$ cat src/tach_pkg.sv
package tach_pkg;

	// register byte addresses on the bus
	localparam logic [3:0] ADDR_INTERVAL_LIMIT   = 4'h0;
	localparam logic [3:0] ADDR_INTERVAL_READING = 4'h4;
	localparam logic [3:0] ADDR_TACH_CTRL_STATUS = 4'h8;
	localparam logic [3:0] ADDR_MONITOR_ENABLE   = 4'hC;

	// control/status field positions
	localparam int BIT_NEW_READING  = 0;
	localparam int BIT_SLOW_FAN     = 1;
	localparam int BIT_WRAP         = 2;
	localparam int BIT_ALERT_EN     = 3;
	localparam int BIT_FILTER_BYP   = 4;
	localparam int BIT_RATE_LO      = 5;

	// reset values
	localparam logic [7:0] RST_INTERVAL_LIMIT = 8'hFF;
	localparam logic [1:0] RST_COUNT_RATE     = 2'h1;

	// count-rate encoding
	localparam logic [1:0] RATE_16K = 2'h0;
	localparam logic [1:0] RATE_8K  = 2'h1;
	localparam logic [1:0] RATE_4K  = 2'h2;
	localparam logic [1:0] RATE_2K  = 2'h3;

	// timing
	localparam int CLK_HZ          = 25000000;
	localparam int FILTER_HZ       = 32000;
	localparam int MIN_PULSE_US    = 750;
	// filter clock ticks a pulse must last, rounded up
	localparam int FILTER_TICKS    = (MIN_PULSE_US * FILTER_HZ + 999999) / 1000000;
	localparam logic [4:0] FILTER_TICKS_C = 5'(FILTER_TICKS);

	// axi response codes
	localparam logic [1:0] RESP_OKAY   = 2'h0;
	localparam logic [1:0] RESP_SLVERR = 2'h2;

	typedef struct packed {
		logic [3:0]  awaddr;
		logic        awvalid;
		logic [31:0] wdata;
		logic [3:0]  wstrb;
		logic        wvalid;
		logic        bready;
		logic [3:0]  araddr;
		logic        arvalid;
		logic        rready;
	} axi_req_s;

	typedef struct packed {
		logic        awready;
		logic        wready;
		logic        bvalid;
		logic [1:0]  bresp;
		logic        arready;
		logic        rvalid;
		logic [31:0] rdata;
		logic [1:0]  rresp;
	} axi_rsp_s;

	typedef struct packed {
		logic       enable;
		logic [1:0] count_rate;
		logic       filter_bypass;
		logic       alert_en;
		logic       wrap;
		logic       slow_fan;
		logic       new_reading;
	} ctrl_s;

endpackage : tach_pkg

$ cat src/tach_sync.sv
`timescale 1ns/1ps
module tach_sync (
	// clock and reset
	input  wire logic aclk,
	input  wire logic aresetn,
	// async level in, synced level out
	input  wire logic d,
	output logic      q
);
	typedef struct packed {
		logic s1;
		logic s2;
	} sync_s;

	sync_s st_reg;
	sync_s st_next;

	always_comb begin
		st_next    = st_reg;
		st_next.s1 = d;
		st_next.s2 = st_reg.s1;
	end

	always_ff @(posedge aclk) begin
		if (!aresetn) begin
			st_reg <= '0;
		end else begin
			st_reg <= st_next;
		end
	end

	assign q = st_reg.s2;
endmodule : tach_sync

$ cat src/tach_glitch_filter.sv
`timescale 1ns/1ps
module tach_glitch_filter
	import tach_pkg::*;
(
	// clock and reset
	input  wire logic aclk,
	input  wire logic aresetn,
	// synced tach level and filter clock tick
	input  wire logic din,
	input  wire logic tick,
	// filtered level
	output logic      dout
);
	typedef struct packed {
		logic       level;
		logic [4:0] cnt;
	} filt_s;

	filt_s st_reg;
	filt_s st_next;

	// level changes only after holding for the minimum pulse width
	always_comb begin
		st_next = st_reg;
		if (din == st_reg.level) begin
			st_next.cnt = '0;
		end else if (tick) begin
			if (st_reg.cnt + 5'h1 >= FILTER_TICKS_C) begin
				st_next.level = din;
				st_next.cnt   = '0;
			end else begin
				st_next.cnt = st_reg.cnt + 5'h1;
			end
		end
	end

	always_ff @(posedge aclk) begin
		if (!aresetn) begin
			st_reg <= '0;
		end else begin
			st_reg <= st_next;
		end
	end

	assign dout = st_reg.level;
endmodule : tach_glitch_filter

$ cat src/fan_tach_period_monitor.sv
// Behaviour
// 8-bit up counter measures interval; four 8-bit registers: reading, limit, control/status, monitor enable.
// while disabled or after reset, counter and reading are zero.
// enabled and no wrap: counter steps once per selected count clock cycle.
// from second rising edge, load reading, zero counter, set new-reading.
// reading the interval reading register clears new-reading.
// loaded value above limit sets slow-fan flag and alert if enabled.
// slow-fan set blocks reloads until cleared by one-write then a reading read.
// counter passing FFh sets wrap, clears reading, alert if enabled.
// software writes one to clear wrap; measurement then resumes.
// bypass bit 4 zero: 32 KHz filter rejects pulses under 750 us.
// two-bit rate field picks count clock 2, 4, 8 or 16 KHz.
// limit register holds largest allowed interval, resets to FFh.
// software should not change the limit while enabled.
// write-one clears a status bit; write-zero leaves it.
// control/status resets with rate 01, all other bits zero.
// rate encoding 00 16 KHz, 01 8 KHz, 10 4 KHz, 11 2 KHz.
// alert enabled raises alert when slow-fan or wrap is set.
// new-reading clears when wrap becomes set.
// tach input synchronised before the filter; rising edges found from synced samples.
// after wrap counter holds until wrap cleared, then restarts from zero.
`timescale 1ns/1ps
module fan_tach_period_monitor
	import tach_pkg::*;
(
	// clock and reset
	input  wire logic            aclk,
	input  wire logic            aresetn,
	// register bus
	input  wire tach_pkg::axi_req_s axi_req,
	output tach_pkg::axi_rsp_s      axi_rsp,
	// count clocks and filter clock, from outside
	input  wire logic            clk_16k,
	input  wire logic            clk_8k,
	input  wire logic            clk_4k,
	input  wire logic            clk_2k,
	input  wire logic            clk_32k,
	// fan side
	input  wire logic            tach_pulse_in,
	output logic                 alert
);
	typedef struct packed {
		tach_pkg::axi_rsp_s rsp;
		logic               aw_held;
		logic [3:0]         aw_addr;
		logic               w_held;
		logic [31:0]        w_data;
		logic [3:0]         w_strb;
		tach_pkg::ctrl_s    ctrl;
		logic [7:0]         interval_limit;
		logic [7:0]         interval_reading;
		logic [7:0]         pulse_interval_count;
		logic               edges_seen;
		logic               read_pending;
		logic               tach_prev;
		logic               rate_prev;
		logic               flt_prev;
		logic               alert;
	} mon_s;

	mon_s st_reg;
	mon_s st_next;

	logic tach_sync_q;
	logic tach_filt_q;
	logic tach_use_q;
	logic c16_q;
	logic c8_q;
	logic c4_q;
	logic c2_q;
	logic c32_q;
	logic rate_lvl;
	logic rate_tick;
	logic flt_tick;
	logic tach_rise;
	logic wr_go;
	logic rd_go;
	logic [7:0] rd_byte;
	logic [1:0] rd_resp;
	logic [1:0] wr_resp;
	logic [7:0] wb;
	logic meas_on;
	logic edge_ok;
	logic tick_ok;
	logic load_ok;
	logic over_limit;
	logic wrap_hit;
	logic [7:0] cnt_start;
	logic ctrl_wr;
	logic wrap_clr;
	logic slow_clr;
	logic reading_rd;

	// pin and clock inputs through two flops
	tach_sync u_sync_tach (
		.aclk    (aclk),
		.aresetn (aresetn),
		.d       (tach_pulse_in),
		.q       (tach_sync_q)
	);
	tach_sync u_sync_16k (
		.aclk    (aclk),
		.aresetn (aresetn),
		.d       (clk_16k),
		.q       (c16_q)
	);
	tach_sync u_sync_8k (
		.aclk    (aclk),
		.aresetn (aresetn),
		.d       (clk_8k),
		.q       (c8_q)
	);
	tach_sync u_sync_4k (
		.aclk    (aclk),
		.aresetn (aresetn),
		.d       (clk_4k),
		.q       (c4_q)
	);
	tach_sync u_sync_2k (
		.aclk    (aclk),
		.aresetn (aresetn),
		.d       (clk_2k),
		.q       (c2_q)
	);
	tach_sync u_sync_32k (
		.aclk    (aclk),
		.aresetn (aresetn),
		.d       (clk_32k),
		.q       (c32_q)
	);

	tach_glitch_filter u_filter (
		.aclk    (aclk),
		.aresetn (aresetn),
		.din     (tach_sync_q),
		.tick    (flt_tick),
		.dout    (tach_filt_q)
	);

	always_comb begin
		case (st_reg.ctrl.count_rate)
			RATE_16K: rate_lvl = c16_q;
			RATE_8K:  rate_lvl = c8_q;
			RATE_4K:  rate_lvl = c4_q;
			RATE_2K:  rate_lvl = c2_q;
			default:  rate_lvl = c8_q;
		endcase
	end

	assign rate_tick  = rate_lvl & ~st_reg.rate_prev;
	assign flt_tick   = c32_q & ~st_reg.flt_prev;
	assign tach_use_q = st_reg.ctrl.filter_bypass ? tach_sync_q : tach_filt_q;
	assign tach_rise  = tach_use_q & ~st_reg.tach_prev;

	// bus handshakes
	assign wr_go = st_reg.aw_held && st_reg.w_held && !st_reg.rsp.bvalid;
	assign rd_go = axi_req.arvalid && st_reg.rsp.arready;
	assign wb    = st_reg.w_data[7:0];

	// measurement events; edges and ticks ignored while wrapped
	assign meas_on    = st_reg.ctrl.enable && !st_reg.ctrl.wrap;
	assign edge_ok    = meas_on && tach_rise;
	assign tick_ok    = meas_on && rate_tick;
	assign load_ok    = edge_ok && st_reg.edges_seen && !st_reg.ctrl.slow_fan
		&& !st_reg.read_pending;
	assign over_limit = st_reg.pulse_interval_count > st_reg.interval_limit;
	assign wrap_hit   = tick_ok && !tach_rise && (st_reg.pulse_interval_count == 8'hFF);
	// a tick landing on the edge already belongs to the next interval
	assign cnt_start  = tick_ok ? 8'h01 : 8'h00;

	// register side strobes
	assign ctrl_wr    = wr_go && st_reg.w_strb[0] && (st_reg.aw_addr == ADDR_TACH_CTRL_STATUS);
	assign wrap_clr   = ctrl_wr && wb[BIT_WRAP];
	assign slow_clr   = ctrl_wr && wb[BIT_SLOW_FAN];
	assign reading_rd = rd_go && (axi_req.araddr == ADDR_INTERVAL_READING);

	always_comb begin
		rd_byte = 8'h00;
		rd_resp = RESP_OKAY;
		case (axi_req.araddr)
			ADDR_INTERVAL_LIMIT:   rd_byte = st_reg.interval_limit;
			ADDR_INTERVAL_READING: rd_byte = st_reg.interval_reading;
			ADDR_TACH_CTRL_STATUS: begin
				rd_byte[BIT_NEW_READING]  = st_reg.ctrl.new_reading;
				rd_byte[BIT_SLOW_FAN]     = st_reg.ctrl.slow_fan;
				rd_byte[BIT_WRAP]         = st_reg.ctrl.wrap;
				rd_byte[BIT_ALERT_EN]     = st_reg.ctrl.alert_en;
				rd_byte[BIT_FILTER_BYP]   = st_reg.ctrl.filter_bypass;
				rd_byte[BIT_RATE_LO +: 2] = st_reg.ctrl.count_rate;
			end
			ADDR_MONITOR_ENABLE:   rd_byte = {7'h00, st_reg.ctrl.enable};
			default:               rd_resp = RESP_SLVERR;
		endcase
	end

	always_comb begin
		case (st_reg.aw_addr)
			ADDR_INTERVAL_LIMIT, ADDR_INTERVAL_READING,
			ADDR_TACH_CTRL_STATUS, ADDR_MONITOR_ENABLE: wr_resp = RESP_OKAY;
			default:                                    wr_resp = RESP_SLVERR;
		endcase
	end

	always_comb begin
		st_next           = st_reg;
		st_next.tach_prev = tach_use_q;
		st_next.rate_prev = rate_lvl;
		st_next.flt_prev  = c32_q;

		// write address and data captured in either order
		st_next.rsp.awready = !st_reg.aw_held;
		st_next.rsp.wready  = !st_reg.w_held;
		if (axi_req.awvalid && st_reg.rsp.awready) begin
			st_next.aw_held     = 1'b1;
			st_next.aw_addr     = axi_req.awaddr;
			st_next.rsp.awready = 1'b0;
		end
		if (axi_req.wvalid && st_reg.rsp.wready) begin
			st_next.w_held     = 1'b1;
			st_next.w_data     = axi_req.wdata;
			st_next.w_strb     = axi_req.wstrb;
			st_next.rsp.wready = 1'b0;
		end
		if (st_reg.rsp.bvalid && axi_req.bready) begin
			st_next.rsp.bvalid = 1'b0;
			st_next.aw_held    = 1'b0;
			st_next.w_held     = 1'b0;
		end

		// measurement
		if (!st_reg.ctrl.enable) begin
			st_next.pulse_interval_count = 8'h00;
			st_next.interval_reading     = 8'h00;
			st_next.edges_seen           = 1'b0;
		end else if (edge_ok) begin
			st_next.edges_seen           = 1'b1;
			st_next.pulse_interval_count = cnt_start;
			if (load_ok) begin
				st_next.interval_reading = st_reg.pulse_interval_count;
				st_next.ctrl.new_reading = 1'b1;
				if (over_limit) begin
					st_next.ctrl.slow_fan = 1'b1;
				end
			end
		end else if (wrap_hit) begin
			st_next.ctrl.wrap            = 1'b1;
			st_next.interval_reading     = 8'h00;
			st_next.ctrl.new_reading     = 1'b0;
			st_next.pulse_interval_count = 8'h00;
		end else if (tick_ok) begin
			st_next.pulse_interval_count = st_reg.pulse_interval_count + 8'h01;
		end

		// register writes; hardware sets above win over clears
		if (wr_go) begin
			st_next.rsp.bvalid = 1'b1;
			st_next.rsp.bresp  = wr_resp;
			if (st_reg.w_strb[0]) begin
				case (st_reg.aw_addr)
					ADDR_INTERVAL_LIMIT: st_next.interval_limit = wb;
					ADDR_TACH_CTRL_STATUS: begin
						st_next.ctrl.count_rate    = wb[BIT_RATE_LO +: 2];
						st_next.ctrl.filter_bypass = wb[BIT_FILTER_BYP];
						st_next.ctrl.alert_en      = wb[BIT_ALERT_EN];
					end
					ADDR_MONITOR_ENABLE: st_next.ctrl.enable = wb[0];
					default: ;
				endcase
			end
		end
		if (wrap_clr && !wrap_hit) begin
			st_next.ctrl.wrap = 1'b0;
		end
		if (slow_clr && !(load_ok && over_limit)) begin
			st_next.ctrl.slow_fan = 1'b0;
			st_next.read_pending  = st_reg.ctrl.slow_fan || st_reg.read_pending;
		end

		// reads
		if (st_reg.rsp.rvalid && axi_req.rready) begin
			st_next.rsp.rvalid = 1'b0;
		end
		st_next.rsp.arready = !st_next.rsp.rvalid && !rd_go;
		if (rd_go) begin
			st_next.rsp.rvalid  = 1'b1;
			st_next.rsp.rdata   = {24'h000000, rd_byte};
			st_next.rsp.rresp   = rd_resp;
			st_next.rsp.arready = 1'b0;
		end
		if (reading_rd) begin
			if (!load_ok) begin
				st_next.ctrl.new_reading = 1'b0;
			end
			if (!st_next.ctrl.slow_fan) begin
				st_next.read_pending = 1'b0;
			end
		end

		st_next.alert = st_next.ctrl.alert_en
			&& (st_next.ctrl.slow_fan || st_next.ctrl.wrap);
	end

	always_ff @(posedge aclk) begin
		if (!aresetn) begin
			st_reg                 <= '0;
			st_reg.interval_limit  <= RST_INTERVAL_LIMIT;
			st_reg.ctrl.count_rate <= RST_COUNT_RATE;
		end else begin
			st_reg <= st_next;
		end
	end

	assign axi_rsp = st_reg.rsp;
	assign alert   = st_reg.alert;
endmodule : fan_tach_period_monitor

$ cat config.mk
export PLATFORM = sky130hd
export DESIGN_NAME = fan_tach_period_monitor
export DESIGN_NICKNAME = d
export VERILOG_FILES = /design/src/tach_pkg.sv /design/src/tach_sync.sv /design/src/tach_glitch_filter.sv /design/src/fan_tach_period_monitor.sv
export SDC_FILE = /design/constraint.sdc
export NUM_CORES = 1
export LEC_CHECK = 0
export BUFFER_PORTS_ARGS = -buffer_cell sky130_fd_sc_hd__buf_4
export CAP_MARGIN = 20
export CORE_UTILIZATION = 38
export DETAILED_ROUTE_END_ITERATION = 16
export PLACE_DENSITY = 0.65
export SETUP_SLACK_MARGIN = 0.3
export SLEW_MARGIN = 20
export SYNTH_ARGS = -nofsm -noshare
export SYNTH_HDL_FRONTEND = slang
export SYNTH_HIERARCHICAL = 1
export SYNTH_SLANG_ARGS = --single-unit
$ cat constraint.sdc
create_clock -name aclk -period 2 [get_ports aclk]
set_clock_uncertainty 0.1 [all_clocks]
set_input_delay 0.1 -clock aclk [delete_from_list [all_inputs] [get_ports aclk]]
set_output_delay 0.1 -clock aclk [all_outputs]
set_load 0.01 [all_outputs]
==> impl_results.md <==
* Worst vdd ir at 0.4823 mV
* Leakage at 2.075 nW
* Initial Util at 39.88%
* First-pass GRT wire length at 14,840 um
* Half-perimeter wire length after placement at 6136 um
* CTS Buf Count at 9
* Final hold viol count at 0
* Synth async-reset ratio at 0%
* Clk root buf: clkbuf_8
* Most frequent cells in the layout: 74 x dfxtp_1, 64 x buf_4, 54 x nand2_1
* Commonest non-fill, non-tap cell in the layout: dfxtp_1
* YS warnings at 6
* # Max-Cap Violations at 0
* RSZ-0062 raised after global routing: yes
* Ports at 99
* Minimum clock period at 1.737 ns
* Multi-input gate area at 2024 um2
* DRC violation count after routing at 0
* DR WL/cell at 13.44 um
* Finished Layout Cells at 654
* Area Growth Syn to Fin at 24.49%
* Largest register FFs at 52
* Pwr dens at 645.2 nW/um2
* Maximum clock insertion buffer count at 2
* Die width at 104.2 um
* Mapped Cells at 442
* Grt met1 use at 19.29%
* Worst skew pair latency at 0.35 ns
* Min-Delay Path Class: in -> reg
* WS Path Type: reg -> reg
* Total wire length at 8788 um
* Share of layout cells above drive strength 1 at 24.38%
* Fin Setup TNS at 0 ns
* Final period util at 86.85%
* GR peak layer: met2
* Fill count at 911
* All-Layer GR Usage at 17.11%
* Max Slew Vio Count at 0
* Placed instance count at 602
* Post-synthesis register bit count at 86
* Status: complete, no violations
* 1st-pass router iterations at 5
* H-tree depth at 3
* Avg Cell Area, Syn at 8.982 um2
* CP endpoint kind: flip-flop
* Top_reg_cell synth: dfxtp_1
* Port buffer count at 45
* Critical Path Source Type: flip-flop
* GRT met2 Usage at 32.43%
* Netlist cell types at 61
* Post-synth EDFFs at 0
* Final setup fails at 0
* Data required, critical path at 2.19 ns
* GPL Wtd Cong at 0.8411
* Sequential share of the synthesized area at 43.37%
* Die Y-Extent at 104.2 um
* # clock sinks at 86
* Vias at 3,175
* CP max FO at 5
* Met3 usage at 3.321%
* Vias in the first global route at 3,106
* Post-Syn Area at 3970 um2
* Initial antenna violation count at 0
* Grt ovf at 0
* Largest net degree at the start of global routing at 32
* Worst Path Arrival at 1.92 ns
* Row cnt at 36
* Register area at 1739 um2
* ANT nets after route at 0
* CTS tree: yes
* Die ar. at 10,860 um2
* R2R Setup Slk at 0.26 ns
* Final #Nets at 585
* Core ar. at 9955 um2
* DR vias/cell at 4.855
* # diodes at 0
* Clk slew on worst S/H paths at 0.08 ns
* 1st-iter DRT viols at 136
* Max Fclk at 575.7 MHz
cells in the mapped netlist, types with 2 or more instances:
cell      number  area [um2]
nand2_1       55       206.5
buf_2          2       10.01
buf_4         41       307.8
xor2_1         7       61.31
clkbuf_1      10       37.54
dfxtp_1       86        1722
nor3_1         6       30.03
nand4_1        3       18.77
o21a_1         2       15.01
and2_1        21       131.4
mux2i_1       22       220.2
and3_1         4       25.02
nand3_1       27       135.1
inv_1         11       41.29
o21ai_1        9       45.04
a211oi_1       2       15.01
nor2_1        33       123.9
nand2b_1       3       18.77
a21oi_1       25       125.1
nor2b_1        4       25.02
buf_6          2       22.52
o21ai_0        9       45.04
mux2_2         2       22.52
o211ai_1       2       15.01
a22oi_1        7       52.55
a21oi_2        2       17.52
ha_1          11       137.6
final cells by class:
| class | instances | share of cell area [%] |
|---|---|---|
| clock buffer | 11 | 2.658 |
| tap | 133 | 3.367 |
| multi-input combinational | 314 | 40.96 |
| timing repair buffer | 94 | 15.85 |
| sequential | 86 | 35.19 |
| inverter | 12 | 0.9873 |
| clock inverter | 4 | 0.9873 |
path summary, 6_finish.rpt:
kind,start,to,cells after the start
min,axi_req[5],axi_rsp[3],4
min reg2reg,u_sync_tach/st_next[0],u_sync_tach/q,1
max reg2reg,st_reg[37],alert,5
max,st_reg[37],alert,5
routing by layer:
metal,vias up,part of all wire (%)
met5,-,0
met1,1506,42
li1,1594,-
met3,5,3.0
met2,70,54
met4,0,0.69
repair_timing:
item / CTS / global route
gates resized for setup: 23 / 11
setup buffers: 8 / 0
pin swaps: 17 / 3
hold endpoints to repair: 33 / 0
cloned: 1 / 0
hold buffers: 28 / 0
endpoints found under the setup margin: 22 / 32
metrics by stage:
step | util, % | power, mW | hold WS, ns | setup slack, ns | area (um2)
3_3_place_gp | 43.19 | 2.023 | 0.2021 | 0.2172 | 4299
6_report | 49.65 | 3.189 | 0.1379 | 0.2630 | 4942
4_1_cts | 49.27 | 3.222 | 0.1233 | 0.2523 | 4905
2_1_floorplan | - | 1.984 | 0.1217 | 0.2861 | 4085
5_1_grt | 49.65 | 3.333 | 0.1603 | 0.1932 | 4942
3_5_place_dp | 43.19 | 2.028 | 0.2049 | 0.1738 | 4299
critical path, cell delays in order, from the launching register on:
cell	delay [ns]
dfxtp_2	0.35
or3b_4	0.40
nor4_4	0.37
nand2_1	0.10
o211a_1	0.25
a21boi_2	0.11
power breakdown:
part | internal (mW) | leakage [nW] | switching (mW) | total (mW)
combinational | 0.131 | 1.28 | 0.126 | 0.257
sequential | 1.75 | 0.704 | 0.0262 | 1.77
clock | 0.570 | 0.0931 | 0.587 | 1.16
kinds of logic (layout without fill, tap and decap cells):
kind of cell               Yosys count  after routing  synth area share (%)
DFF                                 86             86                 43.37
xor gates and xnor gates             8              8                 1.765
muxes                               26             26                 7.059
buffers and inverters               68            121                 10.75
other                                1             26               0.09446
and+or+nand+nor                    171            171                 22.12
AOI/OAI and AO/OA                   71             72                 11.38
adders and majority gates           11             11                 3.467
(Power assumes the default switching activity.)
